## config.mk

```make
export PLATFORM = sky130hd
export DESIGN_NAME = rictm_timer
export DESIGN_NICKNAME = d
export VERILOG_FILES = /design/src/design/rictm_clamp.v /design/src/design/rictm_timer.v
export VERILOG_INCLUDE_DIRS = /design/src /design/src/shared
export SDC_FILE = /design/constraint.sdc
export NUM_CORES = 1
export LEC_CHECK = 0
export ABC_AREA = 1
export BUFFER_PORTS_ARGS = -buffer_cell sky130_fd_sc_hd__buf_2
export CORE_ASPECT_RATIO = 0.9
export CORE_MARGIN = 2
export CORE_UTILIZATION = 58
export CTS_CLUSTER_SIZE = 16
export DETAILED_ROUTE_END_ITERATION = 16
export HOLD_SLACK_MARGIN = 0.1
export PLACE_DENSITY = 0.81
export SYNTH_ARGS = -nofsm -noshare
export SYNTH_HDL_FRONTEND = slang
export SYNTH_HIERARCHICAL = 1
export SYNTH_SLANG_ARGS = --single-unit
```

## constraint.sdc

```tcl
create_clock -name sys_clk -period 2.4 [get_ports sys_clk]
set_input_delay 0.36 -clock sys_clk [delete_from_list [all_inputs] [get_ports sys_clk]]
set_output_delay 0.36 -clock sys_clk [all_outputs]
set_load 0.01 [all_outputs]
```

## src/shared/rictm_regs.vh

```
// Opcode, operand-form and cycle-count constants for the instruction cycle timer.
`ifndef RICTM_REGS_VH
`define RICTM_REGS_VH
`define RICTM_OP_MSB        14
`define RICTM_OP_LSB        10
`define RICTM_SRC_MSB       4
`define RICTM_SRC_LSB       0
`define RICTM_SRC_IMM       5'h1f
`define RICTM_OP_MOV        5'h00
`define RICTM_OP_LOAD       5'h01
`define RICTM_OP_STORE      5'h02
`define RICTM_OP_CALL       5'h03
`define RICTM_OP_IN         5'h05
`define RICTM_OP_OUT        5'h06
`define RICTM_OP_LSHIFT     5'h18
`define RICTM_OP_ASHIFT     5'h19
`define RICTM_OP_CSHIFT     5'h1a
`define RICTM_OP_MUL        5'h1b
`define RICTM_OP_DIV        5'h1e
`define RICTM_OP_JUMP       5'h1f
`define RICTM_CYC_SIMPLE    7'd2
`define RICTM_CYC_SIMPLE_L  7'd4
`define RICTM_CYC_MEM       7'd3
`define RICTM_CYC_MEM_L     7'd4
`define RICTM_CYC_CALL      7'd4
`define RICTM_CYC_IMEM      7'd4
`define RICTM_CYC_VAR       7'd3
`define RICTM_CYC_VAR_L     7'd4
`define RICTM_CYC_DIV_S     7'd36
`define RICTM_CYC_DIV_LONG  7'd68
`define RICTM_CYC_DIV_S_L   7'd37
`define RICTM_CYC_DIV_LG_L  7'd69
`define RICTM_K16_MIN       7'd16
`define RICTM_K16_MAX       7'd32
`define RICTM_K32_MIN       7'd32
`define RICTM_K32_MAX       7'd64
`define RICTM_NREG_MAX      7'd31
`define RICTM_MLIT_MAX      7'd15
`define RICTM_SHIFT_MIN     7'd2
`endif
```

## src/design/rictm_clamp.v

```verilog
// Range clamp for variable iteration counts.
`timescale 1ns/10ps
module rictm_clamp (
  input  wire [6:0] value,
  input  wire [6:0] lo,
  input  wire [6:0] hi,
  output wire [6:0] clamped
);
  assign clamped = (value < lo) ? lo : ((value > hi) ? hi : value);
endmodule

```

## src/design/rictm_timer.v

```verilog
// Instruction cycle timer: counts the clock cycles each native instruction occupies.
`timescale 1ns/10ps
`include "rictm_regs.vh"
module rictm_timer (
  input  wire        sys_clk,
  input  wire        nrst,
  input  wire        start,
  input  wire [15:0] instr_word,
  input  wire        imem_access,
  input  wire        absolute_addr,
  input  wire        dest_long,
  input  wire [6:0]  iter_count,
  input  wire        wait_state,
  output reg         busy,
  output reg         ext_word_fetch,
  output reg         done,
  output reg  [6:0]  cycle_total
);
  localparam ST_IDLE = 2'd0;
  localparam ST_RUN  = 2'd1;
  localparam ST_WAIT = 2'd2;

  reg [1:0] state;
  reg [6:0] remain;
  reg [6:0] spent;
  reg [6:0] base;
  reg       is_mem;
  reg       two_word;
  reg [6:0] next_remain;
  reg [6:0] next_spent;
  reg       finish;

  ////////////////////////////////////////////////////////////////////////
  // Cycle arithmetic shared by the operation classes.
  function is_shift_op(input [4:0] op);
    begin
      is_shift_op = (op == `RICTM_OP_LSHIFT) ||
                    (op == `RICTM_OP_ASHIFT) ||
                    (op == `RICTM_OP_CSHIFT);
    end
  endfunction

  // Picks the register or literal figure, or the long-immediate figure.
  function [6:0] form_cycles(input long_form, input [6:0] short_c, input [6:0] long_c);
    begin
      if (long_form) begin
        form_cycles = long_c;
      end else begin
        form_cycles = short_c;
      end
    end
  endfunction

  // Zero-wait length of a data or port transfer; the sequencer adds the waits.
  function [6:0] mem_cycles(input long_src, input abs_addr);
    begin
      mem_cycles = form_cycles(long_src || abs_addr, `RICTM_CYC_MEM, `RICTM_CYC_MEM_L);
    end
  endfunction

  // Divide length: the wide destination takes the long iteration path.
  function [6:0] div_cycles(input long_src, input wide_dest);
    begin
      if (wide_dest) begin
        div_cycles = form_cycles(long_src, `RICTM_CYC_DIV_LONG, `RICTM_CYC_DIV_LG_L);
      end else begin
        div_cycles = form_cycles(long_src, `RICTM_CYC_DIV_S, `RICTM_CYC_DIV_S_L);
      end
    end
  endfunction

  // Legal band of the variable count. Register and literal counts share one
  // band, since a literal count above 15 is never issued by the caller.
  function [6:0] var_lo(input shift_op, input wide_dest);
    begin
      if (shift_op) begin
        var_lo = `RICTM_SHIFT_MIN;
      end else if (wide_dest) begin
        var_lo = `RICTM_K32_MIN;
      end else begin
        var_lo = `RICTM_K16_MIN;
      end
    end
  endfunction

  function [6:0] var_hi(input shift_op, input wide_dest);
    begin
      if (shift_op) begin
        var_hi = `RICTM_NREG_MAX;
      end else if (wide_dest) begin
        var_hi = `RICTM_K32_MAX;
      end else begin
        var_hi = `RICTM_K16_MAX;
      end
    end
  endfunction

  wire [4:0] opcode = instr_word[`RICTM_OP_MSB:`RICTM_OP_LSB];
  wire       src_imm = (instr_word[`RICTM_SRC_MSB:`RICTM_SRC_LSB] == `RICTM_SRC_IMM);
  wire       is_shift = is_shift_op(opcode);
  wire [6:0] lo_sel   = var_lo(is_shift, dest_long);
  wire [6:0] hi_sel   = var_hi(is_shift, dest_long);
  wire [6:0] var_count;

  ////////////////////////////////////////////////////////////////////////
  // Shift counts and multiply iterations are held inside their legal band.
  rictm_clamp u_clamp (
    .value   (iter_count),
    .lo      (lo_sel),
    .hi      (hi_sel),
    .clamped (var_count)
  );

  // Absolute addressing and a long immediate both bring a second word, so
  // either one lengthens a data or port transfer by the extra fetch cycle.
  always @* begin
    is_mem   = 1'b0;
    two_word = src_imm;
    base     = form_cycles(src_imm, `RICTM_CYC_SIMPLE, `RICTM_CYC_SIMPLE_L);
    case (opcode)
      `RICTM_OP_LOAD, `RICTM_OP_STORE: begin
        if (imem_access) begin
          base = `RICTM_CYC_IMEM;
        end else begin
          is_mem   = 1'b1;
          two_word = src_imm || absolute_addr;
          base     = mem_cycles(src_imm, absolute_addr);
        end
      end
      `RICTM_OP_IN, `RICTM_OP_OUT: begin
        is_mem   = 1'b1;
        two_word = src_imm || absolute_addr;
        base     = mem_cycles(src_imm, absolute_addr);
      end
      `RICTM_OP_CALL: begin
        base = `RICTM_CYC_CALL;
      end
      `RICTM_OP_LSHIFT, `RICTM_OP_ASHIFT, `RICTM_OP_CSHIFT, `RICTM_OP_MUL: begin
        base = form_cycles(src_imm, `RICTM_CYC_VAR, `RICTM_CYC_VAR_L) + var_count;
      end
      `RICTM_OP_DIV: begin
        base = div_cycles(src_imm, dest_long);
      end
      default: begin
        base = form_cycles(src_imm, `RICTM_CYC_SIMPLE, `RICTM_CYC_SIMPLE_L);
      end
    endcase
  end

  ////////////////////////////////////////////////////////////////////////
  // Next values of the sequencer. A wait cycle holds the remaining count,
  // so each wait state a data or port transfer sees before its first ready cycle adds exactly one cycle to the total.
  always @* begin
    next_remain = remain - 7'd1;
    next_spent  = spent + 7'd1;
    finish      = 1'b0;
    case (state)
      ST_WAIT: begin
        if (wait_state) begin
          next_remain = remain;
        end else begin
          finish = (remain == 7'd1);
        end
      end
      ST_RUN: begin
        finish = (remain == 7'd1);
      end
      default: begin
        next_remain = remain;
      end
    endcase
  end

  ////////////////////////////////////////////////////////////////////////
  // Wait states extend the count one cycle each before the fixed cycles
  // are spent, so W never hides inside the base figure.
  always @(posedge sys_clk or negedge nrst) begin
    if (!nrst) begin
      state          <= ST_IDLE;
      remain         <= 7'd0;
      spent          <= 7'd0;
      busy           <= 1'b0;
      ext_word_fetch <= 1'b0;
      done           <= 1'b0;
      cycle_total    <= 7'd0;
    end else begin
      done           <= 1'b0;
      ext_word_fetch <= 1'b0;
      case (state)
        ST_IDLE: begin
          if (start) begin
            remain         <= base - 7'd1;
            spent          <= 7'd1;
            busy           <= 1'b1;
            ext_word_fetch <= two_word;
            state          <= is_mem ? ST_WAIT : ST_RUN;
          end
        end
        ST_WAIT: begin
          spent  <= next_spent;
          remain <= next_remain;
          if (!wait_state) begin
            state <= ST_RUN;
          end
          if (finish) begin
            busy        <= 1'b0;
            done        <= 1'b1;
            cycle_total <= next_spent;
            state       <= ST_IDLE;
          end
        end
        ST_RUN: begin
          spent  <= next_spent;
          remain <= next_remain;
          if (finish) begin
            busy        <= 1'b0;
            done        <= 1'b1;
            cycle_total <= next_spent;
            state       <= ST_IDLE;
          end
        end
        default: state <= ST_IDLE;
      endcase
    end
  end
endmodule

```

==> flow_summary_export.csv <==
group,metric,value,unit
drt,route.antenna.remaining_nets,0,
power,netSwitchingPower,1.20,mW
drt,dr_total_vias,3013,
clock_tree,tritoncts.num_buffers,3,
drt,detailedRoute.firstPassIterationCount,5,
synth,synth_top_area_cell,"sky130_fd_sc_hd__dfrtp_1",
synth,synth.cell_area,2590,µm²
cells_and_area,finalNetCount,531,
power,power_frac_seq,25.4,%
global_route,globalRouteTotalUtil,32.0,%
timing,hold_violations,0,
synth,synthesis.instances,377,
timing,fin_crit_sh,143,%
timing,setup_tns,-6.36,ns
synth,synth-edff-count,0,
clock_tree,clk_path_buf_depth,2,
synth,ys_warn_count,6,
placed_design,place_area,3210,µm²
global_route,globalRoute.totalOverflow,0,
synth,synth.distinct_cells,40,
outcome,run_status,"finished with violations",
synth,synth_sequential_area_ratio,25.1,%
clock_tree,clk_latency,0.28,ns
power,cell_internal_pwr,1.40,mW
synth,synth-main-ff-cell,"sky130_fd_sc_hd__dfrtp_1",
power,irDropWorstVdd,0.559,mV
timing,grt_setup_unrepaired,"true",
clock_tree,cts_htree_levels,1,
cells_and_area,multi_input_area,1990,µm²
setup_path,critical_path_peak_fanout,5,
job,timing.max_cap.violations,0,
global_route,grt_start_max_net_pins,27,
timing,slew_headroom,61.2,%
power,power.share.switching,46.1,%
power,clock_power_share,14.1,%
clock_tree,clock-sinks,26,
synth,synth_seq_cells,26,
clock_tree,cts.root.buffer_cell,"sky130_fd_sc_hd__clkbuf_8",
global_route,grt_first_pass_wirelength,12400,µm
setup_path,critical_path_required,2.58,ns
cells_and_area,diodes,0,
floorplan,design.core.area,4370,µm²
drt,wl_met3,659,µm
outcome,failed_checks,"negative setup slack",
power,power.density,696,nW/µm²
power,p_comb_share,60.5,%
drt,avgViaCountPerCell,5.61,
timing,final.hold.worst_slack,0.353,ns
floorplan,x_dimension_of_the_die,74.5,µm
placed_design,place.gp.congestion,0.888,
power,p_leak,1.95,nW
floorplan,io-pin-count,40,
clock_tree,clock_pin_slew_on_the_worst_setup_and_hold_paths,0.10,ns
drt,wl_met2,4160,µm
setup_path,cp-start-kind,"input pin",
clock_tree,cts_tree,"done",
placed_design,portBuffers,33,
timing,finalClockSkew,0.00764,ns
timing,achievable_clock_frequency,291,MHz
placed_design,post-dp-hpwl,4730,µm
global_route,grt_pass1_vias,2775,
drt,post-route-drc-count,0,
cells_and_area,area.growth.synth_to_final,44.3,%
setup_path,worst_endpoint_data_arrival_time,3.61,ns
synth,synth_largest_type_area_fraction,25.1,%
power,totalPowerFinal,2.60,mW
setup_path,critical_path_class,"input pin to register",
timing,timing.final.max_slew_violations,0,
synth,syn_avg_cell_area,6.88,µm²
timing,worstMarginPinSlew,0.583,ns
floorplan,placement_rows,23,
cells_and_area,final_cell_area,3740,µm²
cells_and_area,drive_gt1_share,38.9,%
floorplan,dieArea,5020,µm²
timing,final_critical_delay_including_setup_and_external_delays,3.44,ns
drt,max_used_layer,"met4",
hold_path,min_path_type,"input pin to register",
cells_and_area,seqCellArea,651,µm²
floorplan,fp.dieH,67.4,µm
floorplan,floorplan.initialDensity,59.3,%
setup_path,critical_path.endpoint_type,"register",
drt,met1Wirelength,3650,µm
drt,drt_wl_total,8700,µm
drt,dr.first_iter.drc_count,347,
timing,setup_viol,7,
drt,post_drt_wl_per_cell,16.2,µm
synth,post_synth_main_area_contributors,"sky130_fd_sc_hd__dfrtp_1, sky130_fd_sc_hd__nand2_1, sky130_fd_sc_hd__ha_1",
global_route,antenna_found_initial,0,
timing,final.setup.worst_slack,-1.04,ns
cells_and_area,final.fill_count,227,
synth,post_synth_arst_share,100,%
## worst paths after layout
path | from | end | slack [ns] | depth (start not counted)
max in group asynchronous | nrst | state[0] | 1.40 | 2
worst max-delay path | instr_word[12] | remain[4] | -1.04 | 28
min in group asynchronous | nrst | remain[3] | 0.61 | 2
worst max register to register | state[0] | remain[3] | 0.37 | 10
worst min register to register | cycle_total[5] | cycle_total[5] | 0.49 | 2
worst min-delay path | start | ext_word_fetch | 0.35 | 3
## routing by layer
metal	GRT usage, %	vias up
met3	5.52	26
met1	42.0	1427
met2	53.8	158
met5	0	-
met4	9.82	0
li1	-	1402
## area by class of cell
cell class                      count  share of cell area [%]
Multi-Input combinational cell    285                    53.1
Timing Repair Buffer               89                    17.9
Sequential cell                    26                    17.4
Inverter                           71                    7.59
Tap cell                           62                    2.07
Clock buffer                        3                    1.10
Clock inverter                      1                   0.803
## layout by cell type (no fill, tap or decap), types with 9 or more instances in the layout
cell / synthesis / final
sky130_fd_sc_hd__dfrtp_1: 26 / 26
sky130_fd_sc_hd__buf_2: 1 / 30
sky130_fd_sc_hd__inv_1: 64 / 52
sky130_fd_sc_hd__ha_4: 0 / 10
sky130_fd_sc_hd__nand3_1: 36 / 31
sky130_fd_sc_hd__ha_1: 24 / 14
sky130_fd_sc_hd__nand2_1: 98 / 82
sky130_fd_sc_hd__o21ai_0: 21 / 20
sky130_fd_sc_hd__buf_6: 0 / 9
sky130_fd_sc_hd__nand2_4: 4 / 9
sky130_fd_sc_hd__buf_4: 0 / 45
sky130_fd_sc_hd__nand2_2: 6 / 16
sky130_fd_sc_hd__nor2_1: 24 / 17
sky130_fd_sc_hd__inv_2: 7 / 13
sky130_fd_sc_hd__nor2_4: 6 / 9
## cell usage after synthesis, types with 2 or more instances
cell,n
sky130_fd_sc_hd__a21oi_1,9
sky130_fd_sc_hd__inv_2,7
sky130_fd_sc_hd__nand4_1,4
sky130_fd_sc_hd__nand3b_1,3
sky130_fd_sc_hd__o21ai_0,21
sky130_fd_sc_hd__nand2_4,4
sky130_fd_sc_hd__nand2_1,98
sky130_fd_sc_hd__ha_1,24
sky130_fd_sc_hd__o21bai_1,3
sky130_fd_sc_hd__a21oi_2,4
sky130_fd_sc_hd__inv_1,64
sky130_fd_sc_hd__nand3_1,36
sky130_fd_sc_hd__nand2_2,6
sky130_fd_sc_hd__nor3_1,3
sky130_fd_sc_hd__a22oi_1,2
sky130_fd_sc_hd__nor2_4,6
sky130_fd_sc_hd__xor2_1,4
sky130_fd_sc_hd__dfrtp_1,26
sky130_fd_sc_hd__o22ai_1,4
sky130_fd_sc_hd__nand3_2,3
sky130_fd_sc_hd__nor2_2,4
sky130_fd_sc_hd__nor2_1,24
## registers in the layout, indices dropped and copies added, names as in the netlist
register,count
cycle_total,7
remain,7
spent,7
state,2
busy,1
done,1
ext_word_fetch,1
## power by group through the flow
stage | combinational [mW] | clock (mW) | sequential [mW]
after floorplan | 0.941 | 0 | 0.654
after global placement | 1.26 | 0 | 0.656
after detailed placement | 1.30 | 0 | 0.662
after CTS | 1.41 | 0.369 | 0.653
after global routing | 1.71 | 0.389 | 0.674
final | 1.57 | 0.368 | 0.660
## through the flow
step | cells | util [%] | worst slack, ns
global placement | 510 | 73.5 | -1.15
floorplan | 384 | - | -0.995
detailed placement | 510 | 73.5 | -1.24
CTS | 532 | 83.1 | -0.801
finish | 537 | 85.5 | -1.04
global route | 537 | 85.5 | -1.14
## critical path: stages
cell                       delay (ns)
sky130_fd_sc_hd__buf_4           0.12
sky130_fd_sc_hd__nor2_4          0.11
sky130_fd_sc_hd__inv_2           0.06
sky130_fd_sc_hd__nor2_4          0.17
sky130_fd_sc_hd__buf_12          0.16
sky130_fd_sc_hd__buf_4           0.11
sky130_fd_sc_hd__inv_1           0.04
sky130_fd_sc_hd__ha_1            0.28
sky130_fd_sc_hd__nand3_1         0.10
sky130_fd_sc_hd__nand2_2         0.11
sky130_fd_sc_hd__nand2_2         0.07
sky130_fd_sc_hd__nand2_4         0.08
sky130_fd_sc_hd__buf_6           0.12
sky130_fd_sc_hd__inv_2           0.04
sky130_fd_sc_hd__nand2_1         0.06
sky130_fd_sc_hd__nand2_2         0.08
sky130_fd_sc_hd__fa_2            0.42
sky130_fd_sc_hd__nor2_1          0.10
sky130_fd_sc_hd__nor2_1          0.05
sky130_fd_sc_hd__nand2_1         0.09
sky130_fd_sc_hd__nand3_2         0.10
sky130_fd_sc_hd__nor2_4          0.16
sky130_fd_sc_hd__buf_4           0.13
sky130_fd_sc_hd__nand4_1         0.08
sky130_fd_sc_hd__o21bai_1        0.15
sky130_fd_sc_hd__nand3_1         0.09
sky130_fd_sc_hd__nand2_1         0.08
sky130_fd_sc_hd__nand2_1         0.06
## cells by family (layout without fill, tap and decap cells)
logic type,count (synthesis),count (layout),share of synthesized area (%)
simple gates,196,196,37.7
buf+inv,73,164,10.6
compound gates,51,51,12.4
flops,26,26,25.1
fa+ha+maj,25,25,12.4
xor+xnor,5,5,1.69
other cells,1,8,0.145
## what timing repair did
action / CTS / global route
setup endpoints to repair: 7 / 7
hold endpoints to repair: 18 / 0
gates cloned: 1 / 0
hold buffers: 1 / 0
resized for setup: 44 / 26
buffers inserted: 16 / 6
pin swaps: 37 / 21
(Power assumes the default switching activity.)
